<file path="config.mk">
export PLATFORM = sky130hd
export DESIGN_NAME = serial_flash_cmd
export DESIGN_NICKNAME = d
export VERILOG_FILES = /design/src/flash_cmd_pkg.sv /design/src/serial_flash_cmd.sv
export VERILOG_INCLUDE_DIRS = /design/src
export SDC_FILE = /design/constraint.sdc
export NUM_CORES = 1
export LEC_CHECK = 0
export BUFFER_PORTS_ARGS = -buffer_cell sky130_fd_sc_hd__buf_4
export CELL_PAD_IN_SITES_DETAIL_PLACEMENT = 0
export CELL_PAD_IN_SITES_GLOBAL_PLACEMENT = 1
export CORE_MARGIN = 1.5
export CORE_UTILIZATION = 52
export DETAILED_ROUTE_END_ITERATION = 6
export PLACE_DENSITY = 0.95
export SLEW_MARGIN = 0
export SYNTH_ARGS = -nofsm -noshare
export SYNTH_HDL_FRONTEND = slang
export SYNTH_SLANG_ARGS = --single-unit
</file>
<file path="constraint.sdc">
create_clock -name core_clk -period 6.75 [get_ports core_clk]
set_input_delay 1.35 -clock core_clk [delete_from_list [all_inputs] [get_ports core_clk]]
set_output_delay 1.35 -clock core_clk [all_outputs]
set_load 0.03 [all_outputs]
</file>
<file path="src/flash_cmd_params.svh">
`ifndef FLASH_CMD_PARAMS_SVH
`define FLASH_CMD_PARAMS_SVH
// instruction codes
`define OP_LATCH_SET  8'h06
`define OP_VOL_ENABLE 8'h50
`define OP_LATCH_CLR  8'h04
`define OP_STAT1_RD   8'h05
`define OP_STAT2_RD   8'h35
`define OP_STAT_WR    8'h01
`define OP_ARRAY_RD   8'h03
`define OP_ID_RD      8'hab
`define OP_ID2_RD     8'h92
`define OP_ID4_RD     8'h94
// status word: writable bits, reset value, field positions
`define STAT_WR_MASK  16'h7bfc
`define STAT_RESET    16'h0000
`define POS_FOUR_LINE 9
`define POS_PROT_COMP 14
`define POS_LOCK1     8
// phase lengths in link clocks
`define ADDR_CLKS_1   5'd24
`define ADDR_CLKS_2   5'd16
`define ADDR_CLKS_4   5'd8
`define DUMMY_CLKS_4  5'd4
`define WR_SHORT      5'd8
`define WR_LONG       5'd16
// timing
`define CORE_PERIOD_NS     100
`define STAT_WRITE_TIME_NS 10000000
`define VOL_REFRESH_NS     50
`endif

</file>
<file path="src/flash_cmd_pkg.sv">
package flash_cmd_pkg;
  // status registers 2 and 1, msb first
  typedef struct packed {
    logic       suspended_flag;
    logic       protect_complement;
    logic [2:0] security_lock_bits;
    logic       reserved;
    logic       four_line_enable;
    logic       status_lock_bit1;
    logic       status_lock_bit0;
    logic       sector_granularity_select;
    logic       top_bottom_select;
    logic [2:0] block_protect_field;
    logic       write_latch_flag;
    logic       busy;
  } status_s;

  typedef enum logic [5:0] {
    ST_OPCODE = 6'b000001,
    ST_ADDR   = 6'b000010,
    ST_DUMMY  = 6'b000100,
    ST_WDATA  = 6'b001000,
    ST_OUT    = 6'b010000,
    ST_SKIP   = 6'b100000
  } phase_e;

  typedef logic [2:0] lanes_t;
endpackage

</file>
<file path="src/serial_flash_cmd.sv">
`timescale 1ns/10ps
`include "flash_cmd_params.svh"
// How it works
// - latch-set opcode sets write latch
// - latch-set shifted on rising link edges
// - volatile enable arms status write only
// - latch-clear drops latch and volatile arm
// - latch auto-clears at reset, completions
// - status bytes shift out msb first
// - status readable anytime, repeats until deselect
// - only writable status bits change
// - security lock bits never clear
// - non-volatile write needs latch set
// - volatile write keeps latch, lock1 sticky
// - status write needs exactly 8/16 bits
// - short write clears complement, four-line
// - non-volatile write timed busy, latch clears
// - volatile write applies quickly, busy low
// - status bits reset to zero
// - array read: 24-bit address, byte out
// - read address increments, streams on
// - array read ignored while busy
// - id read: three dummies, id repeats
// - dual id: two-lane address, alternating ids
// - quad id: four dummies, ids repeat
// - writes act only on byte boundary
// - busy ignores all but status reads
module serial_flash_cmd #(
  parameter int         STAT_WRITE_TIME_NS = `STAT_WRITE_TIME_NS,
  parameter int         BUF_WIDTH          = 8,
  parameter int         BUF_DEPTH          = 2,
  parameter logic [7:0] MANUF_ID           = 8'ha5, // arbitrary value
  parameter logic [7:0] DEVICE_ID          = 8'h3c  // arbitrary value
) (
  input  wire logic                   core_clk,
  input  wire logic                   rst_n,
  input  wire logic                   cs_n_pin,
  input  wire logic                   sclk_pin,
  input  wire logic [3:0]             io_in,
  output logic [3:0]                  io_out,
  output logic [3:0]                  io_oe_n,
  input  wire logic                   ext_cycle_busy,
  input  wire logic                   ext_cycle_done,
  input  wire logic                   suspended_in,
  output logic                        req_valid,
  input  wire logic                   req_ready,
  output logic [23:0]                 req_addr,
  input  wire logic                   mem_valid,
  output logic                        mem_ready,
  input  wire logic [BUF_WIDTH-1:0]   mem_data,
  output flash_cmd_pkg::status_s      status
);
  import flash_cmd_pkg::*;

  localparam int NV_RAW = STAT_WRITE_TIME_NS / `CORE_PERIOD_NS;
  localparam int NV_CYC = (NV_RAW < 1) ? 1 : NV_RAW;
  localparam int VO_RAW = `VOL_REFRESH_NS / `CORE_PERIOD_NS;
  localparam int VO_CYC = (VO_RAW < 1) ? 1 : VO_RAW;
  localparam int AW     = (BUF_DEPTH > 1) ? $clog2(BUF_DEPTH) : 1;

  logic [5:0]  pin_raw;
  logic [5:0]  pin_f;
  logic        cs_f;
  logic        ck_f;
  logic [3:0]  io_f;
  logic        cs_q;
  logic        ck_q;
  logic        rise;
  logic        fall;
  logic        cs_rise;
  phase_e      state;
  logic [7:0]  cmd;
  logic [4:0]  clk_cnt;
  logic [31:0] sh_in;
  logic [31:0] next_sh;
  lanes_t      lanes;
  logic [4:0]  addr_len;
  logic [7:0]  dec_cmd;
  phase_e      dec_phase;
  logic        id_sel;
  logic        id_tog;
  logic [23:0] start_addr;
  logic        rd_start;
  logic [7:0]  out_sh;
  logic [3:0]  out_left;
  logic [7:0]  next_byte;
  logic [7:0]  cur_byte;
  logic        pop;
  logic        busy;
  logic [15:0] stat_word;
  logic                 rd_active;
  logic [23:0]          rd_addr;
  logic [AW:0]          outst;
  logic [AW:0]          buf_cnt;
  logic [AW-1:0]        wr_ptr;
  logic [AW-1:0]        rd_ptr;
  logic [BUF_WIDTH-1:0] buf_mem [BUF_DEPTH];
  logic                 req_fire;
  logic                 ans_fire;
  logic                 push;

  // pin synchronisers, a change counts when stages two and three agree
  assign pin_raw = {cs_n_pin, sclk_pin, io_in};
  for (genvar g = 0; g < 6; g++) begin : g_sync
    logic [2:0] s;
    logic       filt;
    always_ff @(posedge core_clk or negedge rst_n) begin
      if (!rst_n) begin
        s    <= (g == 5) ? 3'b111 : 3'b000;
        filt <= (g == 5) ? 1'b1 : 1'b0;
      end else begin
        s <= {s[1:0], pin_raw[g]};
        if (s[1] == s[2]) begin
          filt <= s[2];
        end
      end
    end
    assign pin_f[g] = filt;
  end

  assign cs_f = pin_f[5];
  assign ck_f = pin_f[4];
  assign io_f = pin_f[3:0];

  // link clock and select edge detection
  always_ff @(posedge core_clk or negedge rst_n) begin
    if (!rst_n) begin
      cs_q <= 1'b1;
      ck_q <= 1'b0;
    end else begin
      cs_q <= cs_f;
      ck_q <= ck_f;
    end
  end

  assign rise    = ck_f & ~ck_q & ~cs_f;
  assign fall    = ~ck_f & ck_q & ~cs_f;
  assign cs_rise = cs_f & ~cs_q;

  // lane count and input shift for the current phase
  always_comb begin
    lanes = 3'd1;
    if (state == ST_DUMMY ||
        ((state == ST_ADDR || state == ST_OUT) && cmd == `OP_ID4_RD)) begin
      lanes = 3'd4;
    end else if ((state == ST_ADDR || state == ST_OUT) &&
                 cmd == `OP_ID2_RD) begin
      lanes = 3'd2;
    end
    case (lanes)
      3'd2:    next_sh = {sh_in[29:0], io_f[1:0]};
      3'd4:    next_sh = {sh_in[27:0], io_f};
      default: next_sh = {sh_in[30:0], io_f[0]};
    endcase
  end

  // address phase length per instruction
  always_comb begin
    case (cmd)
      `OP_ID2_RD: addr_len = `ADDR_CLKS_2;
      `OP_ID4_RD: addr_len = `ADDR_CLKS_4;
      default:    addr_len = `ADDR_CLKS_1;
    endcase
  end

  // opcode decode, busy blocks all but status reads
  always_comb begin
    dec_cmd   = next_sh[7:0];
    dec_phase = ST_SKIP;
    if (busy && dec_cmd != `OP_STAT1_RD && dec_cmd != `OP_STAT2_RD) begin
      dec_cmd = 8'h00;
    end
    case (dec_cmd)
      `OP_STAT1_RD, `OP_STAT2_RD: dec_phase = ST_OUT;
      `OP_STAT_WR:                dec_phase = ST_WDATA;
      `OP_ARRAY_RD, `OP_ID_RD,
      `OP_ID2_RD, `OP_ID4_RD:     dec_phase = ST_ADDR;
      default:                    dec_phase = ST_SKIP;
    endcase
  end

  // instruction sequencer, sampled on rising link edges
  always_ff @(posedge core_clk or negedge rst_n) begin
    if (!rst_n) begin
      state      <= ST_OPCODE;
      cmd        <= 8'h00;
      clk_cnt    <= 5'd0;
      sh_in      <= 32'h00000000;
      id_sel     <= 1'b0;
      start_addr <= 24'h000000;
      rd_start   <= 1'b0;
    end else begin
      rd_start <= 1'b0;
      if (cs_f) begin
        state   <= ST_OPCODE;
        clk_cnt <= 5'd0;
      end else if (rise) begin
        sh_in   <= next_sh;
        clk_cnt <= (clk_cnt == 5'd31) ? clk_cnt : clk_cnt + 5'd1;
        case (state)
          ST_OPCODE: begin
            if (clk_cnt == 5'd7) begin
              cmd     <= dec_cmd;
              state   <= dec_phase;
              clk_cnt <= 5'd0;
            end
          end
          ST_ADDR: begin
            if (clk_cnt == addr_len - 5'd1) begin
              clk_cnt    <= 5'd0;
              state      <= (cmd == `OP_ID4_RD) ? ST_DUMMY : ST_OUT;
              id_sel     <= (cmd == `OP_ID_RD) ? 1'b0 : next_sh[8];
              start_addr <= next_sh[23:0];
              rd_start   <= (cmd == `OP_ARRAY_RD);
            end
          end
          ST_DUMMY: begin
            if (clk_cnt == `DUMMY_CLKS_4 - 5'd1) begin
              clk_cnt <= 5'd0;
              state   <= ST_OUT;
            end
          end
          default: begin
          end
        endcase
      end
    end
  end

  // next byte to send, status reloaded live on every byte
  always_comb begin
    case (cmd)
      `OP_STAT1_RD: next_byte = stat_word[7:0];
      `OP_STAT2_RD: next_byte = stat_word[15:8];
      `OP_ID_RD:    next_byte = DEVICE_ID;
      `OP_ID2_RD,
      `OP_ID4_RD:   next_byte = (id_sel ^ id_tog) ? DEVICE_ID : MANUF_ID;
      default:      next_byte = 8'hff;
    endcase
    if (cmd == `OP_ARRAY_RD) begin
      next_byte = (buf_cnt != '0) ? 8'(buf_mem[rd_ptr]) : 8'hff;
    end
    cur_byte = (out_left == 4'd0) ? next_byte : out_sh;
  end

  assign pop = fall & (state == ST_OUT) & (out_left == 4'd0) &
               (cmd == `OP_ARRAY_RD) & (buf_cnt != '0);

  // output shifter, driven on falling link edges, msb first
  always_ff @(posedge core_clk or negedge rst_n) begin
    if (!rst_n) begin
      out_sh   <= 8'h00;
      out_left <= 4'd0;
      io_out   <= 4'h0;
      io_oe_n  <= 4'hf;
      id_tog   <= 1'b0;
    end else if (cs_f) begin
      out_left <= 4'd0;
      io_oe_n  <= 4'hf;
      id_tog   <= 1'b0;
    end else if (fall && state == ST_OUT) begin
      case (lanes)
        3'd4: begin
          io_out  <= cur_byte[7:4];
          io_oe_n <= 4'h0;
          out_sh  <= {cur_byte[3:0], 4'h0};
        end
        3'd2: begin
          io_out  <= {2'b00, cur_byte[7:6]};
          io_oe_n <= 4'hc;
          out_sh  <= {cur_byte[5:0], 2'b00};
        end
        default: begin
          io_out  <= {2'b00, cur_byte[7], 1'b0};
          io_oe_n <= 4'hd;
          out_sh  <= {cur_byte[6:0], 1'b0};
        end
      endcase
      out_left <= ((out_left == 4'd0) ? 4'd8 : out_left) - 4'(lanes);
      if (out_left == 4'd0 &&
          (cmd == `OP_ID2_RD || cmd == `OP_ID4_RD)) begin
        id_tog <= ~id_tog;
      end
    end
  end

  // array fetch and two-entry read buffer
  assign req_valid = rd_active &&
                     (int'(outst) + int'(buf_cnt) < BUF_DEPTH);
  assign mem_ready = ~rd_active | (int'(buf_cnt) < BUF_DEPTH);
  assign req_addr  = rd_addr;
  assign req_fire  = req_valid & req_ready;
  assign ans_fire  = mem_valid & mem_ready;
  assign push      = ans_fire & rd_active;

  always_ff @(posedge core_clk or negedge rst_n) begin
    if (!rst_n) begin
      rd_active <= 1'b0;
      rd_addr   <= 24'h000000;
      buf_cnt   <= '0;
      wr_ptr    <= '0;
      rd_ptr    <= '0;
    end else if (cs_f) begin
      rd_active <= 1'b0;
      buf_cnt   <= '0;
      wr_ptr    <= '0;
      rd_ptr    <= '0;
    end else begin
      if (rd_start) begin
        rd_active <= 1'b1;
        rd_addr   <= start_addr;
      end else if (req_fire) begin
        rd_addr <= rd_addr + 24'd1;
      end
      if (push) begin
        wr_ptr <= (int'(wr_ptr) == BUF_DEPTH - 1) ? '0 : wr_ptr + 1'b1;
      end
      if (pop) begin
        rd_ptr <= (int'(rd_ptr) == BUF_DEPTH - 1) ? '0 : rd_ptr + 1'b1;
      end
      buf_cnt <= buf_cnt + (AW+1)'(push) - (AW+1)'(pop);
    end
  end

  // buffer storage
  always_ff @(posedge core_clk) begin
    if (push) begin
      buf_mem[wr_ptr] <= mem_data;
    end
  end

  // answers still owed by the array side
  always_ff @(posedge core_clk or negedge rst_n) begin
    if (!rst_n) begin
      outst <= '0;
    end else begin
      outst <= outst + (AW+1)'(req_fire) - (AW+1)'(ans_fire);
    end
  end

  // status register write path
  logic [15:0] sr;
  logic        write_latch_flag;
  logic        vol_en;
  logic        nv_busy;
  logic [31:0] nv_cnt;
  logic [7:0]  vol_cnt;
  logic [15:0] pend;
  logic        ev_set;
  logic        ev_vol;
  logic        ev_clr;
  logic        wr_end;
  logic        wr_long;
  logic [15:0] wr_word;
  logic        nv_go;
  logic        vol_go;
  logic        nv_done;

  function automatic logic [15:0] merge_status(input logic [15:0] old,
      input logic [15:0] wr, input logic long_wr, input logic vol);
    logic [15:0] n;
    n = (old & ~`STAT_WR_MASK) | (wr & `STAT_WR_MASK);
    if (!long_wr) begin
      n[`POS_FOUR_LINE] = 1'b0;
      n[`POS_PROT_COMP] = 1'b0;
    end
    n[13:11] = n[13:11] | old[13:11];
    if (vol) begin
      n[`POS_LOCK1] = n[`POS_LOCK1] | old[`POS_LOCK1];
    end
    return n;
  endfunction

  // one-byte commands act only after exactly eight clocks
  assign ev_set  = cs_rise && state == ST_SKIP && clk_cnt == 5'd0 &&
                   cmd == `OP_LATCH_SET;
  assign ev_vol  = cs_rise && state == ST_SKIP && clk_cnt == 5'd0 &&
                   cmd == `OP_VOL_ENABLE;
  assign ev_clr  = cs_rise && state == ST_SKIP && clk_cnt == 5'd0 &&
                   cmd == `OP_LATCH_CLR;
  assign wr_end  = cs_rise && state == ST_WDATA &&
                   (clk_cnt == `WR_SHORT || clk_cnt == `WR_LONG);
  assign wr_long = (clk_cnt == `WR_LONG);
  assign wr_word = wr_long ? {sh_in[7:0], sh_in[15:8]} // first byte is sr1
                           : {sr[15:8], sh_in[7:0]};
  assign nv_go   = wr_end & write_latch_flag;
  assign vol_go  = wr_end & ~write_latch_flag & vol_en;
  assign nv_done = nv_busy && nv_cnt == 32'd1;

  // write latch flag, set wins over a same-cycle clear
  always_ff @(posedge core_clk or negedge rst_n) begin
    if (!rst_n) begin
      write_latch_flag <= 1'b0;
    end else begin
      if (nv_done || ext_cycle_done || ev_clr) begin
        write_latch_flag <= 1'b0;
      end
      if (ev_set) begin
        write_latch_flag <= 1'b1;
      end
    end
  end

  // volatile write arm, consumed by the next status write
  always_ff @(posedge core_clk or negedge rst_n) begin
    if (!rst_n) begin
      vol_en <= 1'b0;
    end else begin
      if (ev_clr || wr_end) begin
        vol_en <= 1'b0;
      end
      if (ev_vol) begin
        vol_en <= 1'b1;
      end
    end
  end

  // self-timed non-volatile cycle and short volatile refresh
  always_ff @(posedge core_clk or negedge rst_n) begin
    if (!rst_n) begin
      nv_busy <= 1'b0;
      nv_cnt  <= 32'd0;
      vol_cnt <= 8'd0;
      pend    <= `STAT_RESET;
    end else begin
      if (nv_go) begin
        nv_busy <= 1'b1;
        nv_cnt  <= 32'(NV_CYC);
        pend    <= merge_status(sr, wr_word, wr_long, 1'b0);
      end else if (nv_busy) begin
        nv_cnt <= nv_cnt - 32'd1;
        if (nv_cnt == 32'd1) begin
          nv_busy <= 1'b0;
        end
      end
      if (vol_go) begin
        vol_cnt <= 8'(VO_CYC);
        pend    <= merge_status(sr, wr_word, wr_long, 1'b1);
      end else if (vol_cnt != 8'd0) begin
        vol_cnt <= vol_cnt - 8'd1;
      end
    end
  end

  // stored status bits
  always_ff @(posedge core_clk or negedge rst_n) begin
    if (!rst_n) begin
      sr <= `STAT_RESET;
    end else if (nv_done || vol_cnt == 8'd1) begin
      sr <= pend;
    end
  end

  assign busy      = nv_busy | ext_cycle_busy;
  assign stat_word = {suspended_in, sr[14:11], 1'b0, sr[9:2],
                      write_latch_flag, busy};
  assign status    = status_s'(stat_word);
endmodule // serial_flash_cmd

</file>
==> results of run 1 <==
cells by family (layout without fill, tap and decap cells):
kind of cell,after synthesis,after routing,share of synthesized area (%)
AOI/OAI and AO/OA,302,302,17.2
xor gates and xnor gates,42,42,3.30
adders and majority gates,24,24,2.70
buffers and inverters,100,156,3.75
DFF,227,227,51.8
muxes,31,31,2.98
other,1,1,0.0337
and+or+nand+nor,403,403,18.2
registers in the layout, summed over array words and instances (netlist names), 2 cells and up:
register	count
state	6
sh_in	23
clk_cnt	5
g_sync.filt	4
cmd	8
io_out	4
g_sync.s	18
out_sh	7
req_addr	24
start_addr	24
outst	2
out_left	4
io_oe_n	3
vol_cnt	8
pend	12
buf_mem	16
sr	12
buf_cnt	2
nv_cnt	32
stage by stage:
stage | setup slack [ns] | hold WS, ns | util (%)
2_1_floorplan | 3.57 | 0.331 | -
3_3_place_gp | 3.22 | 0.332 | 56.1
3_5_place_dp | 3.16 | 0.337 | 56.1
4_1_cts | 3.16 | 0.349 | 60.2
5_1_grt | 3.09 | 0.357 | 60.2
6_report | 3.16 | 0.346 | 60.2
worst max-delay path, stage by stage:
cell and delay (ns):
buf_4 0.11, nor2_1 0.32, inv_1 0.24, buf_4 0.23
power by group through the flow:
| stage | logic [µW] | clock network (µW) | registers, µW |
|---|---|---|---|
| 5_1_grt | 279 | 1500 | 1490 |
| 3_5_place_dp | 250 | 0 | 1510 |
| 6_report | 251 | 1420 | 1490 |
| 4_1_cts | 250 | 1450 | 1490 |
| 3_3_place_gp | 244 | 0 | 1510 |
| 2_1_floorplan | 180 | 0 | 1480 |
cell type report:
cell class                 instances  area [µm²]
inverter                          34         128
clock inverter                    14         181
multi-input combinational        803        4960
sequential                       227        5770
tap                              275         344
fill                            1782        8370
clock buffer                      32         682
timing repair buffer              76         577
worst paths after layout:
check                                     from        endpoint  slack (ns)
worst max-delay path            ext_cycle_busy       status[0]        3.16
worst min-delay path            g_sync[1].s[0]  g_sync[1].s[1]        0.35
worst max register to register          cmd[1]          cmd[5]        3.52
worst min register to register  g_sync[1].s[0]  g_sync[1].s[1]        0.35
max in group asynchronous                rst_n    req_addr[22]        4.56
min in group asynchronous                rst_n          cmd[0]        0.96
synthesized netlist by cell type (11+ instances only):
cell / number / area [µm²]
dfrtp_1: 202 / 5050
nor2_1: 120 / 450
nand2_1: 107 / 402
a21oi_1: 104 / 521
o21ai_0: 88 / 440
clkbuf_1: 46 / 173
inv_1: 34 / 128
nor3_1: 33 / 165
xnor2_1: 30 / 263
a22o_1: 23 / 201
nand3_1: 23 / 115
mux2_2: 17 / 191
edfxtp_1: 16 / 480
ha_1: 16 / 200
mux2i_1: 14 / 140
and3_1: 13 / 81.3
nand2b_1: 13 / 81.3
nor4_1: 13 / 81.3
xor2_1: 12 / 105
nor2b_1: 11 / 68.8
layer usage:
layer | global-route usage (%) | part of all wire, % | up-vias
met1 | 34.5 | 47 | 4194
met3 | 3.33 | 5.9 | 43
met2 | 35.8 | 45 | 287
li1 | - | - | 4099
met5 | 0 | 0 | -
met4 | 5.25 | 1.8 | 0
==> summary.txt, run 1 <==
Pwr
  – Switching share of total power: 24.7%
  – P per Cell Area: 250 nW/µm²
  – Power share of the clock group: about 45%
  – NetSw: between 700 and 800 µW
  – Logic pwr share: 7.9%
  – Register share of total power: a little under half
  – Leak: 0.00565 µW
  – Overall power: around 3200 µW
  – Peak VDD IR: around 210 µV
  – Int Pwr: between 2000 and 2500 µW

Synth
  – Syn Nets: 1169
  – Warnings, synthesis: 0
  – Post-synthesis sequential area ratio: between 50% and 60%
  – Avg Cell Area, Syn: 9.86 µm²
  – Cells after synthesis: about 1100
  – Seq cells post-synth: 227
  – Main flop type after synthesis: dfrtp_1
  – Post-synth EDFFs: 16
  – Synth cell types: 84
  – Asr flop ratio synth: ~93%
  – Mapped cell area: about 11000 µm²

Detailed routing
  – Post-DRT Antenna Nets: 0
  – Vias per cell: about 5.9
  – Drt drc: 0
  – Total number of vias: 8623
  – Routed len/inst: around 17 µm
  – Final wirelength: ~25000 µm
  – DR iter-0 viols: 583
  – TritonRoute pass-1 iters: 5

Final layout
  – Synthesis-to-finish area growth: 13.5%
  – Final cell count without fillers: roughly 1500
  – # diodes: 0
  – Share of post-route cells with drive strength above 1: between 10% and 20%
  – Finished Cell Area: ~13000 µm²
  – Most common cell after layout, fill and taps aside: dfrtp_1
  – Commonest non-fill, non-tap cells in the layout: dfrtp_1 (202), nor2_1 (119), nand2_1 (107), a21oi_1 (103), o21ai_0 (88)
  – Nets: about 1200

Timing
  – Max Fclk: about 280 MHz
  – Part of the cycle the worst path needs: about 53%
  – Worst Tran Pin Value: 1.15 ns
  – Fin. Hold Viols: 0
  – Setup Skew: about 0.020 ns
  – Max_slew headroom: between 20% and 30%
  – Setup TNS: 0 ns
  – Min cycle time layout: between 3 and 4 ns
  – RSZ-0062 raised after global routing: no
  – Slew Limit Fails: 0
  – Final Setup Violations: 0

Clocking
  – Clk pin slew, worst setup/hold paths: approximately 0.05 ns
  – Clk_lat worst skew: 0.53 ns
  – Number of clock sinks: approximately 230
  – Count of hold-fix buffers inserted at cts: 0
  – CTS resizes: 0
  – Htree depth: 1
  – CTS max path bufs: 3
  – CTS tree: built
  – Post-CTS Setup Bufs: 0
  – CTS buffer count: 25
  – CTS root buf: clkbuf_16

GRT
  – Global route total overflow: 0
  – Initial antenna violation count: 0
  – All-Layer GR Usage: 23.2%
  – Vias in the first global route: roughly 8200
  – Largest net degree at the start of global routing: roughly 130
  – First-pass GRT wire length: 42000 µm

Setup path
  – Cells on worst reg2reg path: 11
  – Critical path peak fanout: 7
  – Req. time, crit path: roughly 5.4 ns
  – Crit Path Category: primary input to output pin
  – CP arrival: around 2.2 ns
  – Critical Path End Type: output pin
  – CP startpoint kind: primary input

Die
  – Die Wd: between 100 and 150 µm
  – Die Y-Extent: around 150 µm
  – # rows: 53
  – Core area: 21000 µm²
  – Starting Density: a little over half
  – IO Pins: 71
  – Die area: roughly 22000 µm²

Hold path
  – Hold Crit Class: register to register
  – Hold path depth: 0

Placement
  – DP Wirelength: around 17000 µm
  – RePlAce Congestion: 0.926
  – Dpl cell area: around 12000 µm²
  – PortBufs: 69
  – Placed cells: between 1000 and 1500

Flow run
  – Max Cap Viol: 0

Run status
  – Status: finished clean
Power figures use the tool's default switching activity.
==> run 2: changes to the inputs <==
--- a/config.mk
+++ b/config.mk
@@ -6,13 +6,14 @@
 export SDC_FILE = /design/constraint.sdc
 export NUM_CORES = 1
 export LEC_CHECK = 0
+export ABC_AREA = 1
 export BUFFER_PORTS_ARGS = -buffer_cell sky130_fd_sc_hd__buf_4
 export CELL_PAD_IN_SITES_DETAIL_PLACEMENT = 0
 export CELL_PAD_IN_SITES_GLOBAL_PLACEMENT = 1
 export CORE_MARGIN = 1.5
-export CORE_UTILIZATION = 52
+export CORE_UTILIZATION = 46
 export DETAILED_ROUTE_END_ITERATION = 6
-export PLACE_DENSITY = 0.95
+export PLACE_DENSITY = 0.89
 export SLEW_MARGIN = 0
 export SYNTH_ARGS = -nofsm -noshare
 export SYNTH_HDL_FRONTEND = slang
==> constraint.sdc (replaced) <==
create_clock -name core_clk -period 3.5 [get_ports core_clk]
set_input_delay 0.7 -clock core_clk [delete_from_list [all_inputs] [get_ports core_clk]]
set_output_delay 0.7 -clock core_clk [all_outputs]
set_load 0.03 [all_outputs]
==> summary.txt, run 2 <==
Die
  – # rows: 57
  – IO Pins: between 70 and 80
  – Die area: between 20000 and 30000 µm²
  – Starting Density: between 40% and 50%
  – Die Wd: ~160 µm
  – Die Y-Extent: approximately 160 µm
  – Core area: 24500 µm²

Timing
  – Setup TNS: 0 ns
  – Fin. Hold Viols: 0
  – Final Setup Violations: 0
  – Max Fclk: ~340 MHz
  – Slew Limit Fails: 0
  – Worst Tran Pin Value: 1.04 ns
  – Max_slew headroom: between 20% and 30%
  – Setup Skew: approximately 0.023 ns
  – Min cycle time layout: about 2.9 ns
  – Part of the cycle the worst path needs: between 80% and 90%
  – RSZ-0062 raised after global routing: no
  – Final WS setup: just under 0.6 ns

Clocking
  – Clk pin slew, worst setup/hold paths: approximately 0.060 ns
  – Post-CTS Setup Bufs: 0
  – CTS root buf: clkbuf_16
  – Clk_lat worst skew: about 0.53 ns
  – CTS buffer count: 26
  – CTS tree: built
  – CTS max path bufs: 3
  – CTS resizes: 0
  – Htree depth: 1
  – Count of hold-fix buffers inserted at cts: 0
  – Number of clock sinks: between 200 and 250

Setup path
  – Cells along the critical path: nor2_2, nand3_2, nand2_4, nand2_4, inv_2, nand2_1, nand2_1, nor2_4, nand3_1, nor2_2, nand2_2, nand2_2, o31ai_1, nand2_1, nand2_1, nand2_1, nand2_1, nand2_1, nand2_1
  – Worst path most repeated cell: nand2_1
  – CP startpoint kind: register
  – Crit Path Category: register to register
  – Critical path peak fanout: 18
  – Worst path slowest cell: dfstp_2
  – CP arrival: ~3.3 ns
  – CP max stage delay: 0.57 ns
  – Req. time, crit path: 3.92 ns
  – Critical Path End Type: register

Detailed routing
  – Drt drc: 0
  – Total number of vias: between 9000 and 10000
  – Vias per cell: ~5.3
  – Post-DRT Antenna Nets: 0
  – TritonRoute pass-1 iters: 5
  – DR iter-0 viols: roughly 670
  – Routed len/inst: 15.8 µm
  – Final wirelength: about 29000 µm

Pwr
  – Leak: approximately 0.0066 µW
  – P per Cell Area: between 400 and 500 nW/µm²
  – Switching share of total power: 25.5%
  – Peak VDD IR: about 430 µV
  – NetSw: about 1600 µW
  – Logic pwr share: 9.1%
  – Register share of total power: a little under half
  – Int Pwr: 4640 µW
  – Power share of the clock group: a little under half

Final layout
  – Largest Register: nv_cnt
  – # diodes: 0
  – Nets: roughly 1500
  – Most common cell after layout, fill and taps aside: nand2_1
  – Max reg flops: 32
  – Synthesis-to-finish area growth: 15.2%
  – Share of post-route cells with drive strength above 1: between 10% and 20%
  – Commonest non-fill, non-tap cells in the layout: nand2_1 (305), dfrtp_1 (202), inv_1 (193), o21ai_0 (153), nor2_1 (136)

Placement
  – PortBufs: 69
  – Setup WS pre-CTS: 0.669 ns
  – DP Wirelength: about 21000 µm
  – RePlAce Congestion: 0.899

Synth
  – Synth cell types: 58
  – Synth area leader: dfrtp_1
  – Cells after synthesis: roughly 1400
  – Asr flop ratio synth: between 90% and 100%
  – Dominant cells by area after synthesis: dfrtp_1 (44%), nand2_1 (9.9%), o21ai_0 (6.6%)
  – Count leader, synth: nand2_1
  – Avg Cell Area, Syn: between 8 and 9 µm²
  – List of most frequent post-synthesis cells: nand2_1 (305), dfrtp_1 (202), inv_1 (193)
  – Top-area cell type share of the netlist area: between 40% and 50%
  – Mapped cell area: 11600 µm²
  – Warnings, synthesis: 0
  – Syn Nets: about 1500
  – Post-synth EDFFs: 16
  – Main flop type after synthesis: dfrtp_1
  – Post-synthesis sequential area ratio: roughly half
  – Seq cells post-synth: between 200 and 250

GRT
  – Vias in the first global route: just over 9000
  – Initial antenna violation count: 0
  – Largest net degree at the start of global routing: between 70 and 80
  – All-Layer GR Usage: 22.4%
  – First-pass GRT wire length: between 40000 and 50000 µm
  – Global route total overflow: 0

Hold path
  – Hold Crit Class: primary input to async pin

Run status
  – Status: finished clean

Flow run
  – Max Cap Viol: 0
[run 2: cell types whose count changed in the layout (fill, tap and decap cells not counted), sizes merged, moves of 13 or more]
cell    previous run  this run
a21oi            104        53
a22o              23         3
and3              13         0
buf               75        89
inv               35       205
mux2              17         2
mux2i             14         0
nand2            107       319
nand2b            14         0
nand3             25        58
nor2             121       152
o21ai             89       154
xnor2             30         8
[run 2: per-layer routing]
| metal | vias to the layer above | wire length, µm | global-route usage (%) |
|---|---|---|---|
| met1 | 4653 | 13200 | 30.9 |
| met4 | 0 | 856 | 6.67 |
| met5 | - | 0 | 0 |
| met2 | 204 | 13700 | 37.2 |
| met3 | 58 | 1150 | 2.73 |
| li1 | 4793 | - | - |
[run 2: kinds of logic after synthesis]
group | Yosys count | synth area share [%]
xor+xnor | 26 | 1.96
other cells | 1 | 0.0323
buf+inv | 252 | 8.45
flops | 227 | 49.7
simple gates | 607 | 23.1
fa+ha+maj | 24 | 2.59
mux | 2 | 0.194
compound gates | 284 | 14.0
[run 2: final timing paths]
check / to / cells after the start / slack (ns) / startpoint
worst max-delay path: state[1] / 19 / 0.58 / state[0]
worst min-delay path: req_addr[21] / 1 / 0.12 / rst_n
worst max register to register: state[1] / 19 / 0.58 / state[0]
worst min register to register: g_sync[3].s[1] / 0 / 0.35 / g_sync[3].s[0]
max in group asynchronous: state[0] / 2 / 2.49 / rst_n
min in group core_clk: g_sync[4].s[0] / 1 / 0.27 / sclk_pin
[run 2: power groups by stage]
stage / combinational [µW] / sequential [µW] / clock [µW]
6_report: 564 / 2850 / 2820
5_1_grt: 640 / 2860 / 2980
4_1_cts: 568 / 2840 / 2880
3_5_place_dp: 564 / 2890 / 0
3_3_place_gp: 557 / 2890 / 0
2_1_floorplan: 376 / 2860 / 0
[run 2: final cells by class]
cell class	count	area (µm²)
Timing Repair Buffer	89	676
Tap cell	324	405
Sequential cell	227	5770
Multi-Input combinational cell	944	4860
Clock buffer	32	704
Clock inverter	15	184
Inverter	205	769
Fill cell	2294	11200
[run 2: critical path: cells and delay by family (launching register included)]
family	cells	cell delay (ns)
simple gates	17	1.84
flops	1	0.57
buf+inv	1	0.23
compound gates	1	0.18
[run 2: metrics by stage]
step	cell area [µm²]	hold slack (ns)	std cells	total power [µW]	utilization [%]
3_3_place_gp	12500	0.334	1789	3450	50.9
2_1_floorplan	11600	0.331	1423	3240	-
4_1_cts	13400	0.149	1836	6290	54.5
3_5_place_dp	12500	0.336	1789	3460	50.9
6_report	13400	0.124	1836	6240	54.5
5_1_grt	13400	0.168	1836	6480	54.5
==> run 3: changes to the inputs <==
--- a/config.mk
+++ b/config.mk
@@ -11,9 +11,9 @@
 export CELL_PAD_IN_SITES_DETAIL_PLACEMENT = 0
 export CELL_PAD_IN_SITES_GLOBAL_PLACEMENT = 1
 export CORE_MARGIN = 1.5
-export CORE_UTILIZATION = 46
+export CORE_UTILIZATION = 42
 export DETAILED_ROUTE_END_ITERATION = 6
-export PLACE_DENSITY = 0.89
+export PLACE_DENSITY = 0.86
 export SLEW_MARGIN = 0
 export SYNTH_ARGS = -nofsm -noshare
 export SYNTH_HDL_FRONTEND = slang
==> constraint.sdc (replaced) <==
create_clock -name core_clk -period 2.6 [get_ports core_clk]
set_input_delay 0.52 -clock core_clk [delete_from_list [all_inputs] [get_ports core_clk]]
set_output_delay 0.52 -clock core_clk [all_outputs]
set_load 0.03 [all_outputs]
==> summary.txt, run 3 (same netlist as run 2, synthesis figures left out) <==
Clocking
  – CTS tree: built
  – CTS root buf: clkbuf_16
  – Clk_lat worst skew: around 0.54 ns
  – Number of clock sinks: 227
  – CTS max path bufs: 3
  – CTS buffer count: 28
  – Clk pin slew, worst setup/hold paths: ~0.060 ns
  – Htree depth: 1

Detailed routing
  – TritonRoute pass-1 iters: 5
  – Drt drc: 0
  – Total number of vias: between 9000 and 10000
  – Vias per cell: around 5.2
  – DR iter-0 viols: between 600 and 700
  – Post-DRT Antenna Nets: 0
  – Final wirelength: 29200 µm
  – Routed len/inst: ~15 µm

Die
  – Die area: ~29000 µm²
  – Core area: 27000 µm²
  – Die Wd: ~170 µm
  – Starting Density: 43.0%
  – IO Pins: between 70 and 80
  – Die Y-Extent: about 170 µm
  – # rows: 60

Placement
  – DP Wirelength: 21300 µm
  – Setup WS pre-CTS: -0.00844 ns
  – RePlAce Congestion: ~0.84
  – PortBufs: 69

Pwr
  – P per Cell Area: about 630 nW/µm²
  – Leak: 0.00696 µW
  – Overall power: 9010 µW
  – Peak VDD IR: around 440 µV

Timing
  – Min cycle time layout: around 2.5 ns
  – Final Setup Violations: 0
  – WHS: 0.0883 ns
  – Setup Skew: slightly above 0.009 ns
  – RSZ-0062 raised after global routing: yes
  – Max_slew headroom: a little over half
  – Slew Limit Fails: 0
  – Worst Tran Pin Value: 0.696 ns
  – Part of the cycle the worst path needs: between 90% and 100%
  – Fin. Hold Viols: 0
  – Setup TNS: 0 ns
  – Final WS setup: approximately 0.13 ns
  – Max Fclk: a little over 400 MHz

Setup path
  – Worst path bufs/invs: 3
  – Req. time, crit path: approximately 3.1 ns
  – Crit Path Category: register to register
  – Worst path slowest cell: dfrtp_1
  – CP delay by family, top: simple AND/OR/NAND/NOR gates
  – Worst path most repeated cell: nand2_1
  – Critical Path End Type: register
  – Critical path peak fanout: 3
  – CP startpoint kind: register
  – CP arrival: just under 3 ns
  – Cells along the critical path: inv_2, nor2_4, nand2_1, nor2_4, buf_4, ha_1, xor2_1, nor3_1, nand2_1, nand3_1, o21ai_0, inv_1, nand2_1, nand2_2, nand2_4, nor2_4, nand2_2, a21oi_2, nand3_1, nand2_1
  – CP max stage delay: between 0.3 and 0.4 ns

GRT
  – Largest net degree at the start of global routing: between 60 and 70
  – First-pass GRT wire length: about 48000 µm
  – Vias in the first global route: slightly below 10000
  – Global route total overflow: 0
  – All-Layer GR Usage: roughly a fifth
  – Initial antenna violation count: 0

Final layout
  – Max reg flops: 32
  – Nets: 1592
  – Multi-input logic area: just over 5000 µm²
  – FF/Latch Area: 5770 µm²
  – Most common cell after layout, fill and taps aside: nand2_1
  – # diodes: 0
  – Largest Register: nv_cnt
  – Share of post-route cells with drive strength above 1: 18.5%
  – Synthesis-to-finish area growth: 22.2%
  – Fill cell count: 2560
  – Commonest non-fill, non-tap cells in the layout: nand2_1 (298), dfrtp_1 (201), inv_1 (190), o21ai_0 (152), buf_4 (139)

Hold path
  – Hold Crit Class: primary input to register

Flow run
  – Max Cap Viol: 0

Run status
  – Status: finished clean
run 3: cell count changes in the layout (fill, tap and decap cells not counted), moves of 4 or more:
cell	change
buf_4	+51
nor2_1	-9
nand2_1	-7
nor2_4	+6
buf_12	+4
clkinv_2	-4
clkinv_4	+4
nand2_2	+4
run 3: what timing repair did:
action | in CTS | in global routing
hold buffers | 1 | 0
setup buffers | 0 | 8
hold endpoints to repair | 56 | 0
setup endpoints to repair | 1 | 48
gates cloned | 0 | 1
pin swaps | 0 | 12
resized for setup | 1 | 44
run 3: path summary, 6_finish.rpt:
path | start | endpoint | slack (ns) | cells after the start
max | cmd[7] | state[5] | 0.13 | 20
min | sclk_pin | g_sync[4].s[0] | 0.09 | 1
max reg2reg | cmd[7] | state[5] | 0.13 | 20
min reg2reg | g_sync[2].s[0] | g_sync[2].s[1] | 0.35 | 0
max in group asynchronous | rst_n | g_sync[5].s[0] | 1.33 | 3
min in group asynchronous | rst_n | req_addr[23] | 0.52 | 2
run 3: power breakdown:
part | internal [µW] | leakage, µW | switching, µW
Clock | 2660 | 0.000500 | 1580
Sequential | 3700 | 0.00285 | 151
Combinational | 340 | 0.00361 | 573
Total | 6700 | 0.00696 | 2300
run 3: stage by stage:
stage	area [µm²]	std cells	utilization [%]
global route	14200	1916	52.5
CTS	14000	1907	51.6
floorplan	11600	1423	-
global placement	12900	1854	47.8
finish	14200	1916	52.5
detailed placement	12900	1854	47.8
run 3: layer usage:
| metal | vias up | GRT usage [%] | wire (µm) | share of wire (%) |
|---|---|---|---|---|
| met5 | - | 0 | 0 | 0 |
| met4 | 0 | 6.16 | 738 | 2.5 |
| met3 | 52 | 2.64 | 1200 | 4.1 |
| met2 | 239 | 34.6 | 14000 | 48 |
| met1 | 4684 | 28.2 | 13200 | 45 |
| li1 | 4908 | - | - | - |
run 3: cell type report:
| type | instances | share of cell area [%] |
|---|---|---|
| repair buffers | 146 | 8.17 |
| inverters | 205 | 5.46 |
| clock buffers | 36 | 5.59 |
| well taps | 341 | 3.01 |
| clock inverters | 16 | 1.62 |
| flip-flops and latches | 227 | 40.7 |
| multi-input cells | 945 | 35.5 |
run 3: worst register-to-register path, cell delays in order (launching register included):
cell and delay (ns):
dfrtp_1 0.39, inv_2 0.10, nor2_4 0.06, nand2_1 0.10
nor2_4 0.04, buf_4 0.15, ha_1 0.20, xor2_1 0.14
nor3_1 0.21, nand2_1 0.11, nand3_1 0.07, o21ai_0 0.08
inv_1 0.09, nand2_1 0.06, nand2_2 0.11, nand2_4 0.07
nor2_4 0.14, nand2_2 0.06, a21oi_2 0.10, nand3_1 0.08
nand2_1 0.06
